[src/hw/bridge_reset_pkg.sv]
package bridge_reset_pkg;

  // Positions of the pin inputs inside the synchroniser vector.
  localparam int unsigned PIN_COUNT = 8;
  localparam int unsigned PIN_FUND = 0;
  localparam int unsigned PIN_AUX = 1;
  localparam int unsigned PIN_M66EN = 2;
  localparam int unsigned PIN_FRAME = 3;
  localparam int unsigned PIN_IRDY = 4;
  localparam int unsigned PIN_TRDY = 5;
  localparam int unsigned PIN_DEVSEL = 6;
  localparam int unsigned PIN_STOP = 7;

  // Reset value of the synchroniser: both resets asserted, bus strobes high.
  localparam logic [7:0] PIN_SYNC_RESET = 8'hf8;

  // Reset values of the outputs.
  localparam logic RESET_ASSERTED_N = 1'h0;
  localparam logic LINK_DOWN_AT_RESET = 1'h1;
  localparam logic ELEC_IDLE_AT_RESET = 1'h1;

  // Consecutive training sets with the reset bit needed for hot reset.
  localparam logic [1:0] HOT_RESET_TS_COUNT = 2'h2;

  // Symbol-time spacing of skip ordered sets that must be tolerated.
  localparam int unsigned SKIP_WIDTH = 11;
  localparam logic [10:0] SKIP_MIN_SYMBOLS = 11'h49c;
  localparam logic [10:0] SKIP_MAX_SYMBOLS = 11'h602;
  localparam logic [10:0] SYMBOL_COUNT_MAX = 11'h7ff;

  // Secondary bus clock rates in MHz.
  localparam logic [6:0] SEC_CLK_FAST_MHZ = 7'h42;
  localparam logic [6:0] SEC_CLK_SLOW_MHZ = 7'h21;

  // Transmitter electrical idle sequencing.
  typedef enum logic [1:0] {
    TX_ACTIVE = 2'h0,
    TX_SEND_EIOS = 2'h1,
    TX_ELEC_IDLE = 2'h3
  } tx_state_t;

endpackage

[src/hw/bridge_reset_distribution.sv]
module bridge_reset_distribution
  import bridge_reset_pkg::*;
(
  // Clock and reset.
  input wire logic core_clk,
  input wire logic rst_b,
  // Reset pins.
  input wire logic fundamental_reset_n,
  input wire logic aux_por_n,
  // Link layer ordered sets, on core_clk.
  input wire logic link_up,
  input wire logic os_valid,
  input wire logic os_ts,
  input wire logic os_reset_bit,
  input wire logic os_skip,
  input wire logic symbol_tick,
  // Bridge control reset bit, on core_clk.
  input wire logic sec_bus_reset_bit,
  // Transmitter idle control, on core_clk.
  input wire logic eidle_req,
  input wire logic eidle_exit,
  input wire logic tx_eios_done,
  // Secondary bus pins.
  input wire logic sec_m66en,
  input wire logic sec_frame_n,
  input wire logic sec_irdy_n,
  input wire logic sec_trdy_n,
  input wire logic sec_devsel_n,
  input wire logic sec_stop_n,
  // Reset outputs.
  output logic core_reset_n,
  output logic aux_reset_n,
  output logic nonsticky_reset_n,
  output logic link_layer_down,
  output logic hot_reset,
  output logic sec_pci_reset_n,
  // Skip and transmitter status.
  output logic skip_accept,
  output logic [10:0] skip_interval,
  output logic tx_send_eios,
  output logic tx_elec_idle,
  // Secondary bus status.
  output logic [6:0] sec_clk_mhz,
  output logic target_devsel,
  output logic target_trdy,
  output logic target_stop
);

  logic [PIN_COUNT-1:0] pin_raw;
  logic [PIN_COUNT-1:0] pin_meta;
  logic [PIN_COUNT-1:0] pin_sync;
  logic fund_n;
  logic bus_busy;

  logic next_core_reset_n;
  logic next_aux_reset_n;
  logic next_nonsticky_reset_n;
  logic next_link_layer_down;
  logic next_hot_reset;
  logic next_sec_pci_reset_n;
  logic [1:0] ts_count;
  logic [1:0] next_ts_count;

  logic next_skip_accept;
  logic [10:0] next_skip_interval;
  logic [10:0] symbol_count;
  logic [10:0] next_symbol_count;

  tx_state_t tx_state;
  tx_state_t next_tx_state;
  logic next_tx_send_eios;
  logic next_tx_elec_idle;

  logic [6:0] next_sec_clk_mhz;
  logic next_target_devsel;
  logic next_target_trdy;
  logic next_target_stop;

  assign pin_raw = {sec_stop_n, sec_devsel_n, sec_trdy_n, sec_irdy_n, sec_frame_n, sec_m66en, aux_por_n,
                    fundamental_reset_n};

  // Two-flop synchronisers on every pin; the first stage feeds only the second.
  always_ff @(posedge core_clk or negedge rst_b) begin
    if (!rst_b) begin
      pin_meta <= PIN_SYNC_RESET;
      pin_sync <= PIN_SYNC_RESET;
    end else begin
      pin_meta <= pin_raw;
      pin_sync <= pin_meta;
    end
  end

  assign fund_n = pin_sync[PIN_FUND];
  assign bus_busy = !pin_sync[PIN_FRAME] || !pin_sync[PIN_IRDY];

  // Reset distribution.
  always_comb begin
    next_core_reset_n = fund_n;
    next_aux_reset_n = pin_sync[PIN_AUX];
    next_ts_count = ts_count;
    next_hot_reset = hot_reset;
    if (!fund_n) begin
      next_ts_count = 2'h0;
      next_hot_reset = 1'h0;
    end else if (os_valid) begin
      if (os_ts && os_reset_bit) begin
        if (ts_count != HOT_RESET_TS_COUNT) begin
          next_ts_count = ts_count + 2'h1;
        end
        if (ts_count == HOT_RESET_TS_COUNT - 2'h1) begin
          next_hot_reset = 1'h1;
        end
      end else if (os_ts) begin
        next_ts_count = 2'h0;
        next_hot_reset = 1'h0;
      end else if (!os_skip) begin
        next_ts_count = 2'h0;
      end
    end
    next_link_layer_down = !fund_n || !link_up;
    next_nonsticky_reset_n = fund_n && !hot_reset && !link_layer_down;
    next_sec_pci_reset_n = nonsticky_reset_n && !sec_bus_reset_bit;
  end

  always_ff @(posedge core_clk or negedge rst_b) begin
    if (!rst_b) begin
      core_reset_n <= RESET_ASSERTED_N;
      aux_reset_n <= RESET_ASSERTED_N;
      nonsticky_reset_n <= RESET_ASSERTED_N;
      link_layer_down <= LINK_DOWN_AT_RESET;
      hot_reset <= 1'h0;
      sec_pci_reset_n <= RESET_ASSERTED_N;
      ts_count <= 2'h0;
    end else begin
      core_reset_n <= next_core_reset_n;
      aux_reset_n <= next_aux_reset_n;
      nonsticky_reset_n <= next_nonsticky_reset_n;
      link_layer_down <= next_link_layer_down;
      hot_reset <= next_hot_reset;
      sec_pci_reset_n <= next_sec_pci_reset_n;
      ts_count <= next_ts_count;
    end
  end

  // Skip spacing measurement; any spacing is taken without error.
  always_comb begin
    next_skip_accept = 1'h0;
    next_skip_interval = skip_interval;
    next_symbol_count = symbol_count;
    if (!fund_n) begin
      next_symbol_count = 11'h000;
      next_skip_interval = 11'h000;
    end else if (os_valid && os_skip) begin
      next_skip_accept = 1'h1;
      next_skip_interval = symbol_count;
      next_symbol_count = 11'h000;
    end else if (symbol_tick && symbol_count != SYMBOL_COUNT_MAX) begin
      next_symbol_count = symbol_count + 11'h001;
    end
  end

  always_ff @(posedge core_clk or negedge rst_b) begin
    if (!rst_b) begin
      skip_accept <= 1'h0;
      skip_interval <= 11'h000;
      symbol_count <= 11'h000;
    end else begin
      skip_accept <= next_skip_accept;
      skip_interval <= next_skip_interval;
      symbol_count <= next_symbol_count;
    end
  end

  // Transmitter electrical idle entry and exit.
  always_comb begin
    next_tx_state = tx_state;
    next_tx_send_eios = 1'h0;
    if (!fund_n) begin
      next_tx_state = TX_ELEC_IDLE;
    end else begin
      case (tx_state)
        TX_ACTIVE: begin
          if (eidle_req) begin
            next_tx_state = TX_SEND_EIOS;
            next_tx_send_eios = 1'h1;
          end
        end
        TX_SEND_EIOS: begin
          if (tx_eios_done) begin
            next_tx_state = TX_ELEC_IDLE;
          end
        end
        TX_ELEC_IDLE: begin
          if (eidle_exit) begin
            next_tx_state = TX_ACTIVE;
          end
        end
        default: begin
          next_tx_state = TX_ELEC_IDLE;
        end
      endcase
    end
    next_tx_elec_idle = (next_tx_state == TX_ELEC_IDLE);
  end

  always_ff @(posedge core_clk or negedge rst_b) begin
    if (!rst_b) begin
      tx_state <= TX_ELEC_IDLE;
      tx_send_eios <= 1'h0;
      tx_elec_idle <= ELEC_IDLE_AT_RESET;
    end else begin
      tx_state <= next_tx_state;
      tx_send_eios <= next_tx_send_eios;
      tx_elec_idle <= next_tx_elec_idle;
    end
  end

  // Secondary bus rate and target response qualification.
  always_comb begin
    next_sec_clk_mhz = pin_sync[PIN_M66EN] ? SEC_CLK_FAST_MHZ : SEC_CLK_SLOW_MHZ;
    next_target_devsel = bus_busy && sec_pci_reset_n && !pin_sync[PIN_DEVSEL];
    next_target_trdy = bus_busy && sec_pci_reset_n && !pin_sync[PIN_TRDY];
    next_target_stop = bus_busy && sec_pci_reset_n && !pin_sync[PIN_STOP];
  end

  always_ff @(posedge core_clk or negedge rst_b) begin
    if (!rst_b) begin
      sec_clk_mhz <= SEC_CLK_SLOW_MHZ;
      target_devsel <= 1'h0;
      target_trdy <= 1'h0;
      target_stop <= 1'h0;
    end else begin
      sec_clk_mhz <= next_sec_clk_mhz;
      target_devsel <= next_target_devsel;
      target_trdy <= next_target_trdy;
      target_stop <= next_target_stop;
    end
  end

  // Counts idle sets sent since the transmitter was last active.
  logic [1:0] eios_seen;
  logic [1:0] next_eios_seen;

  always_comb begin
    next_eios_seen = eios_seen;
    if (tx_state == TX_ACTIVE) begin
      next_eios_seen = 2'h0;
    end else if (tx_send_eios && eios_seen != 2'h3) begin
      next_eios_seen = eios_seen + 2'h1;
    end
  end

  always_ff @(posedge core_clk or negedge rst_b) begin
    if (!rst_b) begin
      eios_seen <= 2'h0;
    end else begin
      eios_seen <= next_eios_seen;
    end
  end
endmodule // bridge_reset_distribution

[config.mk]
export PLATFORM = sky130hd
export DESIGN_NAME = bridge_reset_distribution
export DESIGN_NICKNAME = d
export VERILOG_FILES = /design/src/hw/bridge_reset_pkg.sv /design/src/hw/bridge_reset_distribution.sv
export SDC_FILE = /design/constraint.sdc
export NUM_CORES = 1
export LEC_CHECK = 0
export BUFFER_PORTS_ARGS = -buffer_cell sky130_fd_sc_hd__buf_2
export CAP_MARGIN = 20
export CORE_AREA = 2 2 65 67
export CTS_CLUSTER_SIZE = 28
export DETAILED_ROUTE_END_ITERATION = 10
export DIE_AREA = 0 0 67 69
export PLACE_DENSITY = 0.8
export SYNTH_ARGS = -nofsm -noshare
export SYNTH_HDL_FRONTEND = slang
export SYNTH_SLANG_ARGS = --single-unit
[constraint.sdc]
create_clock -name core_clk -period 2.56 [get_ports core_clk]
set_input_delay 0.512 -clock core_clk [delete_from_list [all_inputs] [get_ports core_clk]]
set_output_delay 0.512 -clock core_clk [all_outputs]
set_load 0.01 [all_outputs]
**After elaboration in Yosys (flattened, before gate mapping)**

Cells that the tools add are included.

- Bits in registers: 61
- Output and inout bits: 30

- Reductions and logical operators: 25
- Equal/unequal tests: 13
- Muxes and demuxes: 27
- Add/sub/neg operators: 2

Operators with widths:

| operator | count |
|---|---|
| two-way mux 11 bit | 5 |
| two-way mux 2 bit | 10 |
| adder 11 x 1 -> 11 bit, second input constant | 1 |
| != test 11 bit, second input constant | 1 |
| logical AND 1 bit | 10 |
| logical NOT 1 bit | 10 |
| two-way mux 1 bit | 10 |
| != test 3 x 2 -> 1 bit, second input constant | 3 |
| two-way mux 7 bit | 1 |
| case mux 2 bit (3 select lines) | 1 |
| AND reduction 3 bit | 2 |
| equality test 2 x 1 -> 1 bit, second input constant | 2 |
| equality test 2 bit, second input constant | 2 |
| != test 2 bit, second input constant | 2 |
| != test 4 x 3 -> 1 bit, second input constant | 1 |
| != test 3 x 1 -> 1 bit, second input constant | 1 |
| adder 2 x 1 -> 2 bit, second input constant | 1 |
| logical NOT 2 bit | 1 |
| logical OR 1 bit | 2 |
| != test 2 x 1 -> 1 bit, second input constant | 1 |

**Depth between registers and ports, before layout**

- Depth after elaboration: 5
- Depth in mapped cells: 6
- Mapped depth without buffers: 5

**Worst setup path before layout**

OpenSTA, ideal clock, no wires.

- Path kind: register to register
- Start: register symbol_count[0]
- End: register symbol_count[1]
- Data required time: 2.433 ns
- Stages on the path, launching flop included: 6
- Arrival: 1.297 ns
- Path slack: 1.136 ns
- Cell sequence: dfrtp_1 ha_1 nand2_1 o41ai_4 mux2i_1 nor2_1

- Word-level cells in the longest chain between the ends: 4
- Elaborated cells on any way between the ends: 7
- Those cells by class: 1 x add/sub; 2 x eq/ne; 3 x mux; 1 x reduce/logical

Ends and longest elaborated chain:

| item | RTL line | text |
|---|---|---|
| from (decl) | bridge_reset_distribution.sv:66 | `logic [10:0] symbol_count;` |
| from (signal assigned) | bridge_reset_distribution.sv:170 | `symbol_count <= next_symbol_count;` |
| adder 11 x 1 -> 11 bit | bridge_reset_distribution.sv:158 | `next_symbol_count = symbol_count + 11'h001;` |
| two-way mux 11 bit | bridge_reset_distribution.sv:157 | `end else if (symbol_tick && symbol_count != SYMBOL_COUNT_MAX) begin` |
| two-way mux 11 bit | bridge_reset_distribution.sv:153 | `end else if (os_valid && os_skip) begin` |
| two-way mux 11 bit | bridge_reset_distribution.sv:150 | `if (!fund_n) begin` |

Several ways; a longest one is shown, not always the timed one. The select of a mux whose other input is x is not followed.
A chain may end at the register's enable or synchronous reset.

**Final worst setup path**

Ends and elaborated chain as after synthesis.

==> summary.md <==
| Metric | Value |
|---|---|
| Status | finished clean |
| Final ANT Viol Nets | 0 |
| Fmax | 632 MHz |
| Die area | between 0.004 and 0.005 mm2 |
| Number of synthesized register bits | 56 |
| DRC Markers | 0 |
| Fillers | roughly 340 |
| Kind of critical path | register to register |
| First-pass GRT wire length | 6.07 mm |
| Worst Skew | 0.00913 ns |
| WL final | 3.59 mm |
| Post_cts resized | 0 |
| Switch Pwr | 0.000331 W |
| Final GP Congestion | 0.897 |
| Ratio of cells with drive above 1 in the final layout | a little over a third |
| Max cap viols | 0 |
| CTS Buf Count | 5 |
| All-layer global routing usage | approximately 17% |
| Inserted Diodes | 0 |
| Peak VDD IR | around 0.38 mV |
| P&R area growth vs syn | 16.1% |
| Total chip power | 0.00151 W |
| Vias | 1359 |
| Clock Sinks | 56 |
| Util after Layout | a little over three fifths |
| Largest net degree at the start of global routing | 29 |
| Synth unique cells | 35 |
| Hold-fix buffers, CTS | 0 |
| Min Tclk post-route | 1.58 ns |
| Post-synth EDFFs | 0 |
| Yosys top cell by area | dfrtp_1 |
| Initial antenna violation count | 0 |
| Routed WL per cell | 13.7 um |
| Vias per cell | between 5 and 6 |
| # rows | 23 |
| Syn avg cell area | 12.9 um2 |
| I/O Pins | 50 |
| R2R Path Start | symbol_count[0] |
| Ys async rst share | 100% |
| RSZ-0062 raised after global routing | false |
| Most area-consuming cells after synthesis | dfrtp_1 48%, dfstp_2 19%, a22o_1 4.5% |
| Post-Layout Inst Area | 0.00246 mm2 |
| Final hold viol count | 0 |
| Final Non-Filler Cells | 261 |
| Core ar. | 0.00391 mm2 |
| PortBufs | 46 |
| Root buffer cell | clkbuf_8 |
| TritonCTS clock tree | built |
| Post-Synthesis Cells | approximately 160 |
| Setup_tns | 0 ns |
| CTS Buffer Depth | 2 |
| DPL Wire Length | 2.47 mm |
| Max-slew violations | 0 |
| CP Launch Point | symbol_count[0] |
| Setup Viol. Count Final | 0 |
| Synthesis Warnings | 0 |
| Worst-path clk slew | 0.09 ns |
| Die Ht | 69 um |
| Synthesized cell area | 0.00212 mm2 |
| Seq/Total Area, Yosys | between 60% and 70% |
| Clk_lat worst skew | 0.30 ns |
| Dpl cells | 253 |
| Crit start category | register |
| Data required, critical path | 2.74 ns |
| Post-CTS Setup Repair Bufs | 0 |
| First-pass DRT Iterations | 4 |
| Worst Setup End Kind | register |
| Max-slew headroom | 62.0% |
| Internal | 0.00118 W |
| Clk pwr share | 32.0% |
| Initial DRC Count | 100 |
| Combinational group share of total power | 5.8% |
| Initial Util | 54.1% |
| Critical Path AT | 1.76 ns |
| Crit-path max FO | 5 |
| Tightest Hold Check Type | primary input to async pin |
| Sw Ratio | between 20% and 30% |
| Synth Flop Type | dfrtp_1 |
| Period utilisation layout | 61.8% |
| Congestion Overflow GR | 0 |
| Flop pwr share | 62.2% |
| Post-Place Cell Area | around 0.0024 mm2 |
| Number of global-route vias before repair | 1313 |
| Slew @ Worst Pin | 0.570 ns |
| Die X | 67 um |
| H-tree lvl count | 2 |
| Pleak | roughly 1.2 nW |
| Pwr/cell area | 612 mW/mm2 |
| Top cell type's share of synthesized area | 48.4% |
| Fin nets | 233 |
## sequential cells by signal (all words and copies together), names as in the netlist, 2 cells and up
signal,flops
pin_meta,8
pin_sync,8
sec_clk_mhz,2
ts_count,2
skip_interval,11
symbol_count,11
tx_state,2
## power groups by stage
stage	registers, W	logic [W]	clock network [W]
floorplan	0.000954	0.0000388	0
global placement	0.000951	0.0000870	0
detailed placement	0.000953	0.0000887	0
CTS	0.000937	0.0000896	0.000498
global route	0.000941	0.0000998	0.000528
finish	0.000936	0.0000874	0.000482
## layout make-up
type	instances	area (um2)	share of cell area, %
inverters	3	11.3	0.458
multi-input cells	96	627	25.5
well taps	50	62.6	2.54
flip-flops and latches	56	1420	57.7
clock inverters	1	7.51	0.305
clock buffers	7	86.3	3.51
repair buffers	48	245	9.97
## final timing paths
kind | slack, ns | cells past startpoint | end
worst max-delay path | 0.98 | 5 | symbol_count[1]
worst min-delay path | 0.19 | 1 | skip_interval[5]
worst max register to register | 0.98 | 5 | symbol_count[1]
worst min register to register | 0.35 | 0 | pin_sync[0]
max in group asynchronous | 1.68 | 2 | pin_meta[7]
min in group core_clk | 0.30 | 1 | pin_meta[6]
## metal layers
metal  vias to the layer above  track usage (%)  share of wire, %
met5                         -                0                 0
met4                         0             5.44              0.67
met3                         2             6.04               6.9
met2                        42             25.9                46
met1                       662             23.7                46
li1                        653                -                 -
## worst max-delay path, stage by stage (launching register included)
cell and delay (ns):
dfrtp_1 0.41, ha_1 0.25, nand2_1 0.15, o41ai_4 0.38, mux2i_1 0.22, nor2_1 0.05
## synth_stat cells, drive strengths merged, types with 2 or more instances
cell	number
nor3	6
dfrtp	41
o21ai	6
and2	2
a21oi	3
nor2b	3
a22o	11
mux2	2
ha	3
nor2	14
buf	7
a31oi	4
dfstp	15
nand3	4
xor2	4
clkbuf	4
and3	6
inv	3
nand2	12
## placed cells by master, fill, tap and decap left out, drive strengths merged
| cell | n |
|---|---|
| nand4 | 1 |
| a22o | 11 |
| clkinvlp | 1 |
| inv | 3 |
| or3 | 1 |
| and4 | 1 |
| nand4b | 1 |
| mux2i | 1 |
| dfrtp | 41 |
| o21ai | 6 |
| nor2 | 14 |
| o211ai | 1 |
| a41oi | 1 |
| a21boi | 1 |
| nor2b | 3 |
| nand3 | 4 |
| a21o | 1 |
| buf | 48 |
| dfstp | 15 |
| nor3b | 1 |
| mux2 | 2 |
| clkbuf | 7 |
| a21oi | 3 |
| xor2 | 4 |
| o311ai | 1 |
| and2 | 2 |
| conb | 3 |
| o41ai | 1 |
| a31oi | 4 |
| ha | 3 |
| and3 | 6 |
| nand2 | 12 |
| o2111ai | 1 |
| nor3 | 6 |
## cell families (layout without fill, tap and decap cells)
logic type | count (synthesis) | count (layout) | synth area share (%)
adder cells (fa/ha/maj) | 3 | 3 | 1.77
AO/OA/AOI/OAI | 31 | 31 | 11.5
AND/OR/NAND/NOR | 52 | 52 | 12.6
multiplexers | 3 | 3 | 1.54
buffers and inverters | 14 | 59 | 3.72
XOR/XNOR | 4 | 4 | 1.65
flip-flops | 56 | 56 | 67.0
other | 1 | 3 | 0.177
## per-stage QoR
step	hold WS (ns)	worst slack (ns)
floorplan	0.216	1.14
global placement	0.332	0.981
detailed placement	0.335	0.956
CTS	0.212	0.976
global route	0.230	0.839
finish	0.195	0.977
Note: power is estimated with default switching activity, not from simulation.
